--- config.mk ---
export PLATFORM = sky130hd
export DESIGN_NAME = ppio_port
export DESIGN_NICKNAME = d
export VERILOG_FILES = /design/src/ppio_pkg.sv /design/src/ppio_bus_if.sv /design/src/ppio_host_front.sv /design/src/ppio_port.sv
export VERILOG_INCLUDE_DIRS = /design/src
export SDC_FILE = /design/constraint.sdc
export NUM_CORES = 1
export LEC_CHECK = 0
export BUFFER_PORTS_ARGS = -buffer_cell sky130_fd_sc_hd__buf_2
export CAP_MARGIN = 20
export CORE_MARGIN = 2
export CORE_UTILIZATION = 50
export CTS_CLUSTER_DIAMETER = 50
export DETAILED_ROUTE_END_ITERATION = 7
export PLACE_DENSITY_LB_ADDON = 0.05
export SLEW_MARGIN = 10
export SYNTH_ARGS = -nofsm -noshare
export SYNTH_HDL_FRONTEND = slang
export SYNTH_SLANG_ARGS = --single-unit
--- constraint.sdc ---
create_clock -name i_core_clk -period 2.15 [get_ports i_core_clk]
set_input_delay 0.43 -clock i_core_clk [delete_from_list [all_inputs] [get_ports i_core_clk]]
set_output_delay 0.43 -clock i_core_clk [all_outputs]
set_load 0.005 [all_outputs]
--- src/ppio_params.svh ---
// Register addresses, control word fields and reset values of the parallel port block.
`ifndef PPIO_PARAMS_SVH
`define PPIO_PARAMS_SVH

// ----------------------------------------------------------------------------
// Port address decode
// ----------------------------------------------------------------------------
`define PPIO_ADDR_PORT_A 2'h0
`define PPIO_ADDR_PORT_B 2'h1
`define PPIO_ADDR_PORT_C 2'h2
`define PPIO_ADDR_CTRL 2'h3

// ----------------------------------------------------------------------------
// Control word fields
// ----------------------------------------------------------------------------
`define PPIO_CW_MODE_SET 7
`define PPIO_CW_GA_MODE_HI 6
`define PPIO_CW_GA_MODE_LO 5
`define PPIO_CW_PA_IN 4
`define PPIO_CW_PCU_IN 3
`define PPIO_CW_GB_MODE 2
`define PPIO_CW_PB_IN 1
`define PPIO_CW_PCL_IN 0
`define PPIO_CW_BIT_SEL_HI 3
`define PPIO_CW_BIT_SEL_LO 1
`define PPIO_CW_BIT_VAL 0

// Port C bits whose single-bit writes also drive the interrupt enable flags.
`define PPIO_PC_IRQ_ENABLE_FLAG_A_IN 3'h4
`define PPIO_PC_IRQ_ENABLE_FLAG_A_OUT 3'h6
`define PPIO_PC_IRQ_ENABLE_FLAG_B 3'h2

// Port C bits claimed as control lines in the handshake modes.
`define PPIO_CTL_A_M1_OUT 8'hc8
`define PPIO_CTL_A_M1_IN 8'h38
`define PPIO_CTL_A_M2 8'hf8
`define PPIO_CTL_B_M1 8'h07

// ----------------------------------------------------------------------------
// Reset values
// ----------------------------------------------------------------------------
`define PPIO_CTRL_RST 8'h00
`define PPIO_DATA_RST 8'h00
`define PPIO_PIN_IDLE 14'h1c00

`endif

--- src/ppio_pkg.sv ---
// Types shared by the parallel port block.
`default_nettype none
package ppio_pkg;
	typedef enum logic [2:0] {
		PPIO_MODE0 = 3'b001,
		PPIO_MODE1 = 3'b010,
		PPIO_MODE2 = 3'b100
	} ppio_mode_t;
endpackage : ppio_pkg
`default_nettype wire

--- src/ppio_bus_if.sv ---
// Internal carrier between the host front end and the port core.
`default_nettype none
interface ppio_bus_if;
	logic wr_stb;
	logic rd_en;
	logic [1:0] addr;
	logic [7:0] wdata;
	logic ext_reset;
	modport front (output wr_stb, output rd_en, output addr, output wdata, output ext_reset);
	modport core (input wr_stb, input rd_en, input addr, input wdata, input ext_reset);
endinterface : ppio_bus_if
`default_nettype wire

--- src/ppio_host_front.sv ---
// Host bus front end: pin synchronisers and write/read strobe detection.
`default_nettype none
`include "ppio_params.svh"
module ppio_host_front import ppio_pkg::*; (
	input wire logic i_core_clk, // Core clock.
	input wire logic i_rstn, // Synchronous reset, active low.
	input wire logic i_cs_n, // Device select pin.
	input wire logic i_rd_n, // Read strobe pin.
	input wire logic i_wr_n, // Write strobe pin.
	input wire logic i_port_select_lo, // Address bit 0 pin.
	input wire logic i_port_select_hi, // Address bit 1 pin.
	input wire logic i_reset, // Device reset pin, active high.
	input wire logic [7:0] i_data, // Data bus pins, input side.
	ppio_bus_if.front bus // Decoded host requests.
);
	logic [13:0] meta_ff;
	logic [13:0] sync_ff;
	logic wr_prev_ff;
	logic cap_sel_ff;
	logic [1:0] cap_addr_ff;
	logic [7:0] cap_data_ff;
	wire logic [13:0] pins = {i_reset, i_cs_n, i_rd_n, i_wr_n, i_port_select_hi, i_port_select_lo, i_data};
	wire logic s_reset = sync_ff[13];
	wire logic s_cs_n = sync_ff[12];
	wire logic s_rd_n = sync_ff[11];
	wire logic s_wr_n = sync_ff[10];
	wire logic [1:0] s_addr = sync_ff[9:8];
	wire logic [7:0] s_data = sync_ff[7:0];
	// The write is taken at the trailing edge, where data setup is guaranteed.
	wire logic wr_rise = s_wr_n && !wr_prev_ff && cap_sel_ff;

	// ------------------------------------------------------------------------
	// Synchronisers
	// ------------------------------------------------------------------------
	always_ff @(posedge i_core_clk) begin
		if (!i_rstn) begin
			meta_ff <= `PPIO_PIN_IDLE;
			sync_ff <= `PPIO_PIN_IDLE;
		end else begin
			meta_ff <= pins;
			sync_ff <= meta_ff;
		end
	end

	// ------------------------------------------------------------------------
	// Strobe capture
	// ------------------------------------------------------------------------
	always_ff @(posedge i_core_clk) begin
		if (!i_rstn) begin
			wr_prev_ff <= 1'b1;
			cap_sel_ff <= 1'b0;
			cap_addr_ff <= 2'h0;
			cap_data_ff <= `PPIO_DATA_RST;
		end else begin
			wr_prev_ff <= s_wr_n;
			if (!s_wr_n) begin
				cap_sel_ff <= !s_cs_n;
				cap_addr_ff <= s_addr;
				cap_data_ff <= s_data;
			end
		end
	end

	always_ff @(posedge i_core_clk) begin
		if (!i_rstn) begin
			bus.wr_stb <= 1'b0;
			bus.rd_en <= 1'b0;
			bus.addr <= 2'h0;
			bus.wdata <= `PPIO_DATA_RST;
			bus.ext_reset <= 1'b0;
		end else begin
			bus.wr_stb <= wr_rise;
			bus.rd_en <= !s_cs_n && !s_rd_n;
			bus.addr <= wr_rise ? cap_addr_ff : s_addr;
			bus.wdata <= cap_data_ff;
			bus.ext_reset <= s_reset;
		end
	end
endmodule : ppio_host_front
`default_nettype wire

--- src/ppio_port.sv ---
// Programmable parallel port core: control word, port latches, pin drivers and host read-back.
`default_nettype none
`include "ppio_params.svh"
module ppio_port import ppio_pkg::*; (
	input wire logic i_core_clk, // Core clock, 20 MHz.
	input wire logic i_rstn, // Synchronous reset, active low.
	input wire logic i_cs_n, // Device select, active low.
	input wire logic i_rd_n, // Read strobe, active low.
	input wire logic i_wr_n, // Write strobe, active low.
	input wire logic i_port_select_lo, // Address bit 0.
	input wire logic i_port_select_hi, // Address bit 1.
	input wire logic i_reset, // Device reset pin, active high.
	input wire logic [7:0] i_data, // Data bus, input side.
	output logic [7:0] o_data, // Data bus, output side.
	output logic [7:0] o_data_oe_n, // Data bus enables, low drives.
	input wire logic [7:0] i_pa, // Port A pins, input side.
	output logic [7:0] o_pa, // Port A pins, output side.
	output logic [7:0] o_pa_oe_n, // Port A enables, low drives.
	input wire logic [7:0] i_pb, // Port B pins, input side.
	output logic [7:0] o_pb, // Port B pins, output side.
	output logic [7:0] o_pb_oe_n, // Port B enables, low drives.
	input wire logic [7:0] i_pc, // Port C pins, input side.
	output logic [7:0] o_pc, // Port C pins, output side.
	output logic [7:0] o_pc_oe_n // Port C enables, low drives.
);
	// ------------------------------------------------------------------------
	// Host front end
	// ------------------------------------------------------------------------
	ppio_bus_if u_bus ();

	ppio_host_front u_front (
		.i_core_clk(i_core_clk),
		.i_rstn(i_rstn),
		.i_cs_n(i_cs_n),
		.i_rd_n(i_rd_n),
		.i_wr_n(i_wr_n),
		.i_port_select_lo(i_port_select_lo),
		.i_port_select_hi(i_port_select_hi),
		.i_reset(i_reset),
		.i_data(i_data),
		.bus(u_bus.front)
	);

	// ------------------------------------------------------------------------
	// State
	// ------------------------------------------------------------------------
	logic [7:0] ctrl_ff;
	logic cfg_done_ff;
	logic [7:0] pa_out_ff;
	logic [7:0] pb_out_ff;
	logic [7:0] pc_out_ff;
	logic irq_enable_flag_a_in_ff;
	logic irq_enable_flag_a_out_ff;
	logic irq_enable_flag_b_ff;
	logic [7:0] data_ff;
	logic [7:0] data_oe_n_ff;
	logic [7:0] pa_oe_n_ff;
	logic [7:0] pb_oe_n_ff;
	logic [7:0] pc_oe_n_ff;
	logic [7:0] pa_meta_ff;
	logic [7:0] pa_sync_ff;
	logic [7:0] pb_meta_ff;
	logic [7:0] pb_sync_ff;
	logic [7:0] pc_meta_ff;
	logic [7:0] pc_sync_ff;

	// ------------------------------------------------------------------------
	// Request decode
	// ------------------------------------------------------------------------
	wire logic clear = !i_rstn || u_bus.ext_reset;
	wire logic wr_a = u_bus.wr_stb && (u_bus.addr == `PPIO_ADDR_PORT_A);
	wire logic wr_b = u_bus.wr_stb && (u_bus.addr == `PPIO_ADDR_PORT_B);
	wire logic wr_c = u_bus.wr_stb && (u_bus.addr == `PPIO_ADDR_PORT_C);
	wire logic wr_ctrl = u_bus.wr_stb && (u_bus.addr == `PPIO_ADDR_CTRL);
	wire logic wr_mode = wr_ctrl && u_bus.wdata[`PPIO_CW_MODE_SET];
	wire logic wr_bit = wr_ctrl && !u_bus.wdata[`PPIO_CW_MODE_SET];
	wire logic [2:0] bit_sel = u_bus.wdata[`PPIO_CW_BIT_SEL_HI:`PPIO_CW_BIT_SEL_LO];
	wire logic bit_val = u_bus.wdata[`PPIO_CW_BIT_VAL];
	// A read of the control address is illegal; the bus stays floating.
	wire logic rd_legal = u_bus.rd_en && (u_bus.addr != `PPIO_ADDR_CTRL);

	// ------------------------------------------------------------------------
	// Mode and direction decode
	// ------------------------------------------------------------------------
	ppio_mode_t ga_mode;
	ppio_mode_t gb_mode;
	assign ga_mode = ctrl_ff[`PPIO_CW_GA_MODE_HI] ? PPIO_MODE2 :
		(ctrl_ff[`PPIO_CW_GA_MODE_LO] ? PPIO_MODE1 : PPIO_MODE0);
	assign gb_mode = ctrl_ff[`PPIO_CW_GB_MODE] ? PPIO_MODE1 : PPIO_MODE0;

	wire logic pa_in_cw = ctrl_ff[`PPIO_CW_PA_IN];
	logic [7:0] a_ctl;
	logic [7:0] b_ctl;
	always_comb begin
		case (ga_mode)
			PPIO_MODE0: a_ctl = 8'h00;
			PPIO_MODE1: a_ctl = pa_in_cw ? `PPIO_CTL_A_M1_IN : `PPIO_CTL_A_M1_OUT;
			PPIO_MODE2: a_ctl = `PPIO_CTL_A_M2;
			default: a_ctl = 8'h00;
		endcase
	end
	always_comb begin
		case (gb_mode)
			PPIO_MODE0: b_ctl = 8'h00;
			PPIO_MODE1: b_ctl = `PPIO_CTL_B_M1;
			default: b_ctl = 8'h00;
		endcase
	end

	// Direction bits are one for input; control lines are left undriven here.
	wire logic pa_is_in = !cfg_done_ff || pa_in_cw || (ga_mode == PPIO_MODE2);
	wire logic pb_is_in = !cfg_done_ff || ctrl_ff[`PPIO_CW_PB_IN];
	wire logic [7:0] pc_half_in = {{4{ctrl_ff[`PPIO_CW_PCU_IN]}}, {4{ctrl_ff[`PPIO_CW_PCL_IN]}}};
	wire logic [7:0] pc_is_in = cfg_done_ff ? (pc_half_in | a_ctl | b_ctl) : 8'hff;

	// ------------------------------------------------------------------------
	// Read-back selection
	// ------------------------------------------------------------------------
	logic [7:0] pc_view;
	genvar gi;
	generate
		for (gi = 0; gi < 8; gi++) begin : g_pc_view
			assign pc_view[gi] = pc_is_in[gi] ? pc_sync_ff[gi] : pc_out_ff[gi];
		end
	endgenerate

	// In the handshake modes the enable flags replace their port C bits.
	logic [7:0] pc_rd;
	always_comb begin
		pc_rd = pc_view;
		case (ga_mode)
			PPIO_MODE1: begin
				if (pa_in_cw) begin
					pc_rd[`PPIO_PC_IRQ_ENABLE_FLAG_A_IN] = irq_enable_flag_a_in_ff;
				end else begin
					pc_rd[`PPIO_PC_IRQ_ENABLE_FLAG_A_OUT] = irq_enable_flag_a_out_ff;
				end
			end
			PPIO_MODE2: begin
				pc_rd[`PPIO_PC_IRQ_ENABLE_FLAG_A_IN] = irq_enable_flag_a_in_ff;
				pc_rd[`PPIO_PC_IRQ_ENABLE_FLAG_A_OUT] = irq_enable_flag_a_out_ff;
			end
			default: pc_rd = pc_view;
		endcase
		if (gb_mode == PPIO_MODE1) begin
			pc_rd[`PPIO_PC_IRQ_ENABLE_FLAG_B] = irq_enable_flag_b_ff;
		end
	end

	wire logic [7:0] pa_rd = pa_is_in ? pa_sync_ff : pa_out_ff;
	wire logic [7:0] pb_rd = pb_is_in ? pb_sync_ff : pb_out_ff;
	wire logic [7:0] nxt_data = (u_bus.addr == `PPIO_ADDR_PORT_A) ? pa_rd :
		(u_bus.addr == `PPIO_ADDR_PORT_B) ? pb_rd : pc_rd;
	// Port C writes keep the input-half bits so that they never leak out later.
	wire logic [7:0] nxt_pc_wr = (pc_out_ff & pc_is_in) | (u_bus.wdata & ~pc_is_in);

	// ------------------------------------------------------------------------
	// Port pin synchronisers
	// ------------------------------------------------------------------------
	always_ff @(posedge i_core_clk) begin
		if (!i_rstn) begin
			pa_meta_ff <= `PPIO_DATA_RST;
			pa_sync_ff <= `PPIO_DATA_RST;
			pb_meta_ff <= `PPIO_DATA_RST;
			pb_sync_ff <= `PPIO_DATA_RST;
			pc_meta_ff <= `PPIO_DATA_RST;
			pc_sync_ff <= `PPIO_DATA_RST;
		end else begin
			pa_meta_ff <= i_pa;
			pa_sync_ff <= pa_meta_ff;
			pb_meta_ff <= i_pb;
			pb_sync_ff <= pb_meta_ff;
			pc_meta_ff <= i_pc;
			pc_sync_ff <= pc_meta_ff;
		end
	end

	// ------------------------------------------------------------------------
	// Control register
	// ------------------------------------------------------------------------
	always_ff @(posedge i_core_clk) begin
		if (clear) begin
			ctrl_ff <= `PPIO_CTRL_RST;
			cfg_done_ff <= 1'b0;
		end else if (wr_mode) begin
			ctrl_ff <= u_bus.wdata;
			cfg_done_ff <= 1'b1;
		end
	end

	// ------------------------------------------------------------------------
	// Port output latches
	// ------------------------------------------------------------------------
	always_ff @(posedge i_core_clk) begin
		if (clear || wr_mode) begin
			pa_out_ff <= `PPIO_DATA_RST;
			pb_out_ff <= `PPIO_DATA_RST;
		end else begin
			if (wr_a) begin
				pa_out_ff <= u_bus.wdata;
			end
			if (wr_b) begin
				pb_out_ff <= u_bus.wdata;
			end
		end
	end

	always_ff @(posedge i_core_clk) begin
		if (clear || wr_mode) begin
			pc_out_ff <= `PPIO_DATA_RST;
		end else if (wr_c) begin
			pc_out_ff <= nxt_pc_wr;
		end else if (wr_bit) begin
			pc_out_ff[bit_sel] <= bit_val;
		end
	end

	always_ff @(posedge i_core_clk) begin
		if (clear || wr_mode) begin
			irq_enable_flag_a_in_ff <= 1'b0;
			irq_enable_flag_a_out_ff <= 1'b0;
			irq_enable_flag_b_ff <= 1'b0;
		end else if (wr_bit) begin
			if (bit_sel == `PPIO_PC_IRQ_ENABLE_FLAG_A_IN) begin
				irq_enable_flag_a_in_ff <= bit_val;
			end
			if (bit_sel == `PPIO_PC_IRQ_ENABLE_FLAG_A_OUT) begin
				irq_enable_flag_a_out_ff <= bit_val;
			end
			if (bit_sel == `PPIO_PC_IRQ_ENABLE_FLAG_B) begin
				irq_enable_flag_b_ff <= bit_val;
			end
		end
	end

	// ------------------------------------------------------------------------
	// Pin and bus drivers
	// ------------------------------------------------------------------------
	always_ff @(posedge i_core_clk) begin
		if (clear) begin
			pa_oe_n_ff <= 8'hff;
			pb_oe_n_ff <= 8'hff;
			pc_oe_n_ff <= 8'hff;
			data_oe_n_ff <= 8'hff;
			data_ff <= `PPIO_DATA_RST;
		end else begin
			pa_oe_n_ff <= {8{pa_is_in}};
			pb_oe_n_ff <= {8{pb_is_in}};
			pc_oe_n_ff <= pc_is_in;
			data_oe_n_ff <= {8{!rd_legal}};
			data_ff <= nxt_data;
		end
	end

	assign o_data = data_ff;
	assign o_data_oe_n = data_oe_n_ff;
	assign o_pa = pa_out_ff;
	assign o_pa_oe_n = pa_oe_n_ff;
	assign o_pb = pb_out_ff;
	assign o_pb_oe_n = pb_oe_n_ff;
	assign o_pc = pc_out_ff;
	assign o_pc_oe_n = pc_oe_n_ff;
endmodule : ppio_port
`default_nettype wire

==> results of run 1 <==
## metrics by stage
stage	util, %	setup slack [ns]
after floorplan	-	0.4939
after global placement	56.35	0.4391
after detailed placement	56.35	0.4350
after CTS	61.84	0.4164
after global routing	61.84	0.3043
final	61.84	0.3998
## synth_stat cells (2+ instances only)
library cell / count
nand2_1: 58
and3b_1: 2
mux2_2: 5
nand3_1: 15
o22ai_1: 2
buf_2: 10
buf_1: 2
nor3b_4: 3
or2_2: 2
and3_1: 2
clkbuf_1: 15
mux2i_1: 31
o21ai_0: 6
nor3_1: 4
o2bb2ai_1: 3
nand4_1: 3
a21oi_1: 29
buf_4: 27
and2_1: 82
nand2b_1: 13
a31oi_1: 5
dfxtp_1: 151
inv_1: 6
nor2b_1: 8
nor2_1: 32
a221o_1: 3
nand2_2: 2
or3_1: 3
## routing by layer
| metal | global-route usage, % | share of wire [%] |
|---|---|---|
| met1 | 25.95 | 45 |
| met2 | 34.82 | 48 |
| met3 | 5.327 | 5.6 |
| met4 | 8.150 | 1.7 |
| met5 | 0 | 0 |
## critical path, stage by stage (launching register included)
cell and delay (ns):
dfxtp_1 0.50, nor4b_4 0.34, mux2_2 0.39, a222oi_1 0.34, nor2_1 0.06
## where the power goes
group / total [mW] / internal (mW) / switching, mW / leakage (nW)
clock: 2.78 / 1.50 / 1.29 / 0.273
sequential: 2.90 / 2.88 / 0.0257 / 1.23
combinational: 0.196 / 0.0987 / 0.0976 / 1.27
total: 5.88 / 4.47 / 1.41 / 2.78
## cell type report
cell class	instances	area (µm²)	area share [%]
flip-flops and latches	151	3023	46.93
well taps	136	170.2	2.642
multi-input cells	329	2028	31.49
clock buffers	17	414.1	6.430
inverters	6	22.52	0.3497
repair buffers	116	625.6	9.713
clock inverters	15	157.7	2.448
## kinds of logic after synthesis
group	Yosys count	synth area share (%)
compound gates	57	6.726
buf+inv	61	6.377
flops	151	56.03
mux	36	6.795
simple gates	236	24.07
## worst max path at each step
stage | start | endpoint | slack (ns)
floorplan | ctrl_ff[6]$_SDFFE_PP0P_ | o_data[3]$_SDFF_PP0_ | 0.49
global placement | cfg_done_ff$_SDFFE_PP0P_ | o_data[3]$_SDFF_PP0_ | 0.44
detailed placement | cfg_done_ff$_SDFFE_PP0P_ | o_data[3]$_SDFF_PP0_ | 0.43
CTS | cfg_done_ff$_SDFFE_PP0P_ | o_data[3]$_SDFF_PP0_ | 0.42
global route | u_front.bus.wr_stb$_SDFF_PN0_ | flop | 0.30
finish | cfg_done_ff$_SDFFE_PP0P_ | o_data[3]$_SDFF_PP0_ | 0.40
==> results.cfg, run 1 <==
[finish]
reg_top3 = u_front.meta_ff (14), u_front.sync_ff (14)
layout_commonest_cell = dfxtp_1
final_layout_size_suffix_gt1_share_pct = 25.71
n_antenna_cell = 0
finalNetCount = 661
fin_area_um2 = 6441
fill_cells = 915
most-common-layout-cells = 151 x dfxtp_1, 103 x buf_2, 82 x and2_1, 58 x nand2_1, 32 x nor2_1
syn_to_final_growth_pct = 19.39
stdcell_count = 770

[routing]
viasPerCell = 4.905
final_antenna_net_count = 0
vias = 3777
wl_um = 11540
drt_iter0_drc = 190
drcViolationCount = 0
routedWlPerCell_um = 14.98
drtPass1Iterations = 5

[grt]
antenna_found_initial = 0
track_usage_pct = 20.92
grt_pass1_vias = 3511
overflow = 0
grt_max_degree = 59
grt_pass1_wl_um = 18040

[yosys]
synth_edf_count = 0
synth_cell_types = 45
yosys_warnings = 0
synth_top_flop_cell = dfxtp_1
yosys_register_bits = 151
synth.largest_area_cell = dfxtp_1
syn_inst = 541
avgSynthCellArea_um2 = 9.973
synthTopCellsByArea = dfxtp_1 56%, and2_1 9.5%, mux2i_1 5.8%
yosysTopAreaCellShare_pct = 56.03
mappedNetlistNets = 581
syn_area_um2 = 5395
synth_async_sr_flop_share_pct = 0
ys_seq_area_share_pct = 56.03

[timing]
timing.hold.ws_ns = 0.09179
max_freq_ghz = 0.5714
setup_tns_ns = 0
clock_skew_ns = 0.008037
slew_viol_final = 0
hold_violations = 0
fin_crit_sh_pct = 81.41
grt_setup_unrepaired = false
worst_slew_pin_slew_ns = 0.5057
fin_crit_ns = 1.750
finalSetupViolations = 0
slew_headroom_pct = 66.24

[clock_network]
postCtsHoldBufs = 0
clock-root-buffer = clkbuf_8
cts_tree = yes
clk_pin_slew_worst_paths_ns = 0.07
clk_latency_ns = 0.52
clock_path_buffers = 2
cts_made_buffers = 17
ctsHtreeMaxLevel = 4
post_cts_buffers = 0
clock-sinks = 151
ctsResizeCount = 0

[floorplanning]
start_util_pct = 51.80
io_pins = 104
core_um2 = 10420
die_h_um = 107.9
die_area_um2 = 11640
die_width_um = 107.9
rows = 37

[worst_setup_path]
worstPathRequired_ns = 2.55
ff2ff_setup_slack_ns = 0.40
timing.rr.start = cfg_done_ff$_SDFFE_PP0P_
rr_endpoint = o_data[3]$_SDFF_PP0_
critPathMaxFanout = 10
reg2regPathDepth = 4
start_kind = flop
crit_type = flop to flop
crit_path_end_kind = flop
arrival_ns = 2.15

[power]
power.total_mw = 5.882
power.density_nw_per_um2 = 913.2
peakVddDrop_uv = 553.4
leakagePower_nw = 2.776

[hold_path]
whs_endpoint = u_front.meta_ff[12]$_SDFF_PN1_
hold_depth = 2
holdCritPathClass = primary input to flop
min_from = i_cs_n

[place]
gp_congestion = 0.8771
dpl_cell_area_um2 = 5869
hpwl_um = 8383
io_buffers = 103
dpl.cell_count = 738

[run_status]
outcome = completed

[job]
drv_cap = 0
(Power assumes the default switching activity.)
==> run 2, diff against run 1 <==
- ABC_AREA: not set -> 1
- CORE_UTILIZATION: 50 -> 49
- clock period: 2.15 -> 1.6 ns (I/O delays scaled with it)
==> run 2 against run 1 <==
  * Clock skew shrank 0.0028 ns
  * Largest power group unchanged
  * Global-route usage rose by 1.3 points
  * Sequential share of layout area is 2.6 points lower
  * Largest cell class unchanged
  * Fmax rose by 20%
  * Total power rose by 37%
  * Via count grew 20%
  * Wire length rose by 12%
  * Clock-buffer cell count is the same
  * Non-clock buffer count is 19 higher
==> results.cfg, run 2 <==
[run_status]
outcome = completed

[yosys]
yosysTopAreaCellShare_pct = 53.96
yosys_register_bits = 151
synth_async_sr_flop_share_pct = 0
ys_seq_area_share_pct = 53.96
synth_edf_count = 0
synthTopCellsByArea = dfxtp_1 54%, nand2_1 14%, inv_1 8.9%
syn_area_um2 = 5602
synth_cell_types = 26
synth_commonest_cells = 204 x nand2_1, 151 x dfxtp_1, 133 x inv_1, 53 x nor2_1, 37 x a21oi_1
synth.largest_area_cell = dfxtp_1
avgSynthCellArea_um2 = 7.663
yosysMostFrequentCell = nand2_1
synth_top_flop_cell = dfxtp_1
yosys_warnings = 0
mappedNetlistNets = 771
syn_inst = 731

[place]
io_buffers = 103
hpwl_um = 9682
gp_congestion = 0.9108
pre_cts_slack_ns = 0.1417

[worst_setup_path]
max_stage_delay_ns = 0.32
rr_endpoint = o_data[6]$_SDFF_PP0_
timing.rr.start = cfg_done_ff$_SDFFE_PP0P_
ff2ff_setup_slack_ns = 0.14
cpLargestDelayFamily = simple AND/OR/NAND/NOR gates
crit_path_end_kind = flop
start_kind = flop
crit_chain = buf_4 > nand2_1 > inv_1 > nor2_1 > nor2_1 > a21oi_1 > a21oi_1
cp_num_buf_inv = 2
arrival_ns = 1.75
crit_type = flop to flop
slowest_stage = dfxtp_1
worstPathRequired_ns = 1.89
reg2regPathDepth = 7
critPathMaxFanout = 10

[power]
p_int_mw = 6.301
peakVddDrop_uv = 831.7
power.density_nw_per_um2 = 1182
power_switching_mw = 1.769
pwr-share-clk_pct = 47.5
leakagePower_nw = 3.733
seqPwrFrac_pct = 48.6
swShare_pct = 21.92
combPwrFrac_pct = 3.8

[hold_path]
hold_depth = 3
whs_endpoint = u_front.meta_ff[7]$_SDFF_PN0_
min_from = i_data[7]
holdCritPathClass = primary input to flop

[routing]
drcViolationCount = 0
wl_um = 12880
routedWlPerCell_um = 12.95
drtPass1Iterations = 5
drt_iter0_drc = 269
viasPerCell = 4.571
vias = 4548
final_antenna_net_count = 0

[timing]
fin_crit_ns = 1.458
slew_viol_final = 0
finalSetupViolations = 0
max_freq_ghz = 0.6861
worst_slew_pin_slew_ns = 0.3720
fin_crit_sh_pct = 91.10
slew_headroom_pct = 75.01
setup_ws_ns = 0.1424
timing.hold.ws_ns = 0.07970
clock_skew_ns = 0.005283
setup_tns_ns = 0
hold_violations = 0

[finish]
finalNetCount = 879
postLayoutCoreUtil_pct = 60.55
final_layout_size_suffix_gt1_share_pct = 22.65
most-common-layout-cells = 204 x nand2_1, 150 x dfxtp_1, 133 x inv_1, 103 x buf_2, 53 x nor2_1
reg_top3 = u_front.meta_ff (14), u_front.sync_ff (14)
n_antenna_cell = 0
syn_to_final_growth_pct = 21.85
layout_commonest_cell = nand2_1

[grt]
grt_max_degree = 85
grt_pass1_wl_um = 21260
antenna_found_initial = 0
grt_pass1_vias = 4222
overflow = 0
track_usage_pct = 22.21

[clock_network]
postCtsHoldBufs = 0
clk_latency_ns = 0.42
clock-root-buffer = clkbuf_16
ctsHtreeMaxLevel = 4
clock-sinks = 151
clock_path_buffers = 2
clk_pin_slew_worst_paths_ns = 0.06
cts_tree = yes
cts_made_buffers = 17

[floorplanning]
die_width_um = 110.9
die_h_um = 110.9
core_um2 = 11270
die_area_um2 = 12300
rows = 39
start_util_pct = 49.69
io_pins = 104

[job]
drv_cap = 0
run 2: worst reg2reg max path, stage by stage (launching register included):
cell and delay, ns:
dfxtp_1 0.32, buf_4 0.15, nand2_1 0.22, inv_1 0.18
nor2_1 0.14, nor2_1 0.06, a21oi_1 0.16, a21oi_1 0.11
run 2: how the worst max path moves through the flow:
stage                           endpoint  cells after the start                      startpoint  slack (ns)
finish              o_data[6]$_SDFF_PP0_                      7        cfg_done_ff$_SDFFE_PP0P_        0.14
global route        o_pb[2]$_SDFFE_PP0P_                      6  u_front.bus.addr[0]$_SDFF_PN0_      -0.004
CTS                                 flop                      5  u_front.bus.addr[1]$_SDFF_PN0_        0.13
detailed placement                  flop                      5  u_front.bus.addr[1]$_SDFF_PN0_        0.14
global placement                    flop                      8        cfg_done_ff$_SDFFE_PP0P_        0.17
floorplan                           flop                      9  u_front.bus.addr[1]$_SDFF_PN0_        0.38
run 2: power groups by stage:
stage	registers [mW]	logic, mW	clock network, mW
after floorplan	3.99	0.187	0
after global placement	4.00	0.303	0
after detailed placement	4.01	0.308	0
after CTS	3.92	0.309	3.93
after global routing	3.93	0.361	4.08
final	3.92	0.311	3.84
run 2: repair_timing:
| action | in CTS | in global routing |
|---|---|---|
| setup endpoints to repair | 0 | 2 |
| setup buffers | 0 | 3 |
| gates resized for setup | 0 | 2 |
| hold endpoints to repair | 0 | 0 |
run 2: layout make-up:
type | count | area (µm²)
well taps | 143 | 178.9
clock buffers | 17 | 425.4
repair buffers | 135 | 768.2
fillers | 1033 | 4447
multi-input cells | 396 | 1762
inverters | 138 | 518.0
flip-flops and latches | 151 | 3024
clock inverters | 15 | 148.9
run 2: per-layer routing:
layer  wire [µm]  GRT usage, %  vias up
met1        5972         29.85     1975
met3         742         4.265       23
met5           0             0        -
met4         286         9.167        0
li1            -             -     2395
met2        5880         35.30      155
run 2: cell families after synthesis:
family,after synthesis,synth area share (%)
simple gates,317,23.72
compound gates,79,7.639
buf+inv,184,14.68
flops,151,53.96
run 2: per-stage QoR:
stage               std cells  power, mW  instance area (µm²)
floorplan                 731      4.178                 5602
global placement          960      4.306                 6222
detailed placement        960      4.314                 6222
CTS                       992      8.160                 6797
global route              995      8.378                 6825
finish                    995      8.070                 6825
==> run 3, diff against run 2 <==
- CORE_ASPECT_RATIO: not set -> 0.6
==> run 3 against run 2 <==
  * Worst hold slack improved by 0.00069 ns
  * Total power rose by 3.7%
  * First-iteration DRC count rose by 13%
  * Highest routed layer unchanged
==> results.cfg, run 3 (synthesis results as in run 2) <==
[run_status]
outcome = completed

[routing]
viasPerCell = 4.735
drcViolationCount = 0
routedWlPerCell_um = 13.83
wl_um = 13650
vias = 4673
drtPass1Iterations = 5
final_antenna_net_count = 0
drt_iter0_drc = 304

[power]
pwr-share-clk_pct = 49.3
seqPwrFrac_pct = 46.9
swShare_pct = 22.00
leakagePower_nw = 3.701
combPwrFrac_pct = 3.8
p_int_mw = 6.527
power_switching_mw = 1.841
power.density_nw_per_um2 = 1229
peakVddDrop_uv = 751.6

[clock_network]
post_cts_buffers = 0
clk_latency_ns = 0.42
clock-sinks = 151
clock_path_buffers = 2
ctsHtreeMaxLevel = 4
cts_made_buffers = 17
clk_pin_slew_worst_paths_ns = 0.06
clock-root-buffer = clkbuf_16
cts_tree = yes

[floorplanning]
rows = 30
die_width_um = 142.0
die_h_um = 86.82
die_area_um2 = 12330
io_pins = 104
start_util_pct = 49.91
core_um2 = 11220

[place]
dpl.cell_count = 955
hpwl_um = 10190
io_buffers = 103
pre_cts_slack_ns = -0.01105
gp_congestion = 0.9260

[timing]
worst_slew_pin_slew_ns = 0.3937
grt_setup_unrepaired = false
slew_viol_final = 0
slew_headroom_pct = 73.55
finalSetupViolations = 0
hold_violations = 0
setup_ws_ns = 0.1234
fin_crit_sh_pct = 92.29
fin_crit_ns = 1.477
timing.hold.ws_ns = 0.08039
max_freq_ghz = 0.6772
clock_skew_ns = 0.008582

[finish]
layout_commonest_cell = nand2_1
final_layout_size_suffix_gt1_share_pct = 22.30
most-common-layout-cells = 203 x nand2_1, 147 x dfxtp_1, 133 x inv_1, 103 x buf_2, 52 x nor2_1
syn_to_final_growth_pct = 21.60
reg_top3 = u_front.meta_ff (14), u_front.sync_ff (14)
n_antenna_cell = 0
finalNetCount = 870
stdcell_count = 987

[grt]
antenna_found_initial = 0
grt_pass1_wl_um = 21360
overflow = 0
track_usage_pct = 23.07
grt_max_degree = 85
grt_pass1_vias = 4159

[worst_setup_path]
reg2regPathDepth = 6
start_kind = flop
crit_path_end_kind = flop
crit_type = flop to flop
arrival_ns = 1.83
startpoint = u_front.bus.addr[0]$_SDFF_PN0_
ff2ff_setup_slack_ns = 0.12
critPathMaxFanout = 6
worstPathRequired_ns = 1.95
timing.rr.start = u_front.bus.addr[0]$_SDFF_PN0_

[hold_path]
holdCritPathClass = primary input to flop

[job]
drv_cap = 0
[run 3: metrics by stage]
stage	cell area, µm²	util, %	total power [mW]	TNS (ns)
floorplan	5602	-	4.178	0
global placement	6178	55.05	4.315	0
detailed placement	6178	55.05	4.323	-0.01549
CTS	6797	60.56	8.422	0
global route	6812	60.69	8.630	0
finish	6812	60.69	8.368	0
[run 3: power groups by stage]
stage                     logic, mW  registers, mW  clock network [mW]
after global placement        0.311           4.00                   0
after global routing          0.367           3.93                4.33
after detailed placement      0.319           4.00                   0
after floorplan               0.187           3.99                   0
after CTS                     0.321           3.92                4.18
final                         0.320           3.92                4.13
[run 3: worst min-delay path by stage]
stage          slack, ns                           start  depth (start not counted)                       endpoint
5_1_grt             0.08                         i_pb[5]                          3       pb_meta_ff[5]$_SDFF_PN0_
4_1_cts             0.07                       i_data[7]                          3  u_front.meta_ff[7]$_SDFF_PN0_
3_5_place_dp        0.39        pb_meta_ff[7]$_SDFF_PN0_                          2       pb_sync_ff[7]$_SDFF_PN0_
3_3_place_gp        0.39  u_front.sync_ff[11]$_SDFF_PN1_                          1   u_front.bus.rd_en$_SDFF_PN0_
6_report            0.08                         i_pb[0]                          3       pb_meta_ff[0]$_SDFF_PN0_
2_1_floorplan       0.37  u_front.sync_ff[11]$_SDFF_PN1_                          1   u_front.bus.rd_en$_SDFF_PN0_
[run 3: timing repair]
item	4_1_cts	5_1_grt
endpoints found under the setup margin	9	14
hold buffers	0	0
resized for setup	1	7
[run 3: critical path, cell delays in order (launching register included)]
cell     delay [ns]
dfxtp_1        0.46
inv_1          0.14
nand3_1        0.23
nand2_1        0.21
o22ai_1        0.22
nor2_1         0.06
nor2_1         0.09
[run 3: area by class of cell]
class,count,area [µm²]
clock buffer,20,446.7
clock inverter,12,166.4
fill,1023,4412
inverter,138,518.0
multi-input combinational,396,1772
sequential,151,3028
tap,144,180.2
timing repair buffer,126,700.7
[run 3: routing by layer]
metal	vias to the layer above	GRT usage, %	part of all wire (%)
li1	2375	-	-
met1	2094	34.77	52
met2	187	31.36	39
met3	17	6.630	7.9
met4	0	7.545	1.1
met5	-	0	0
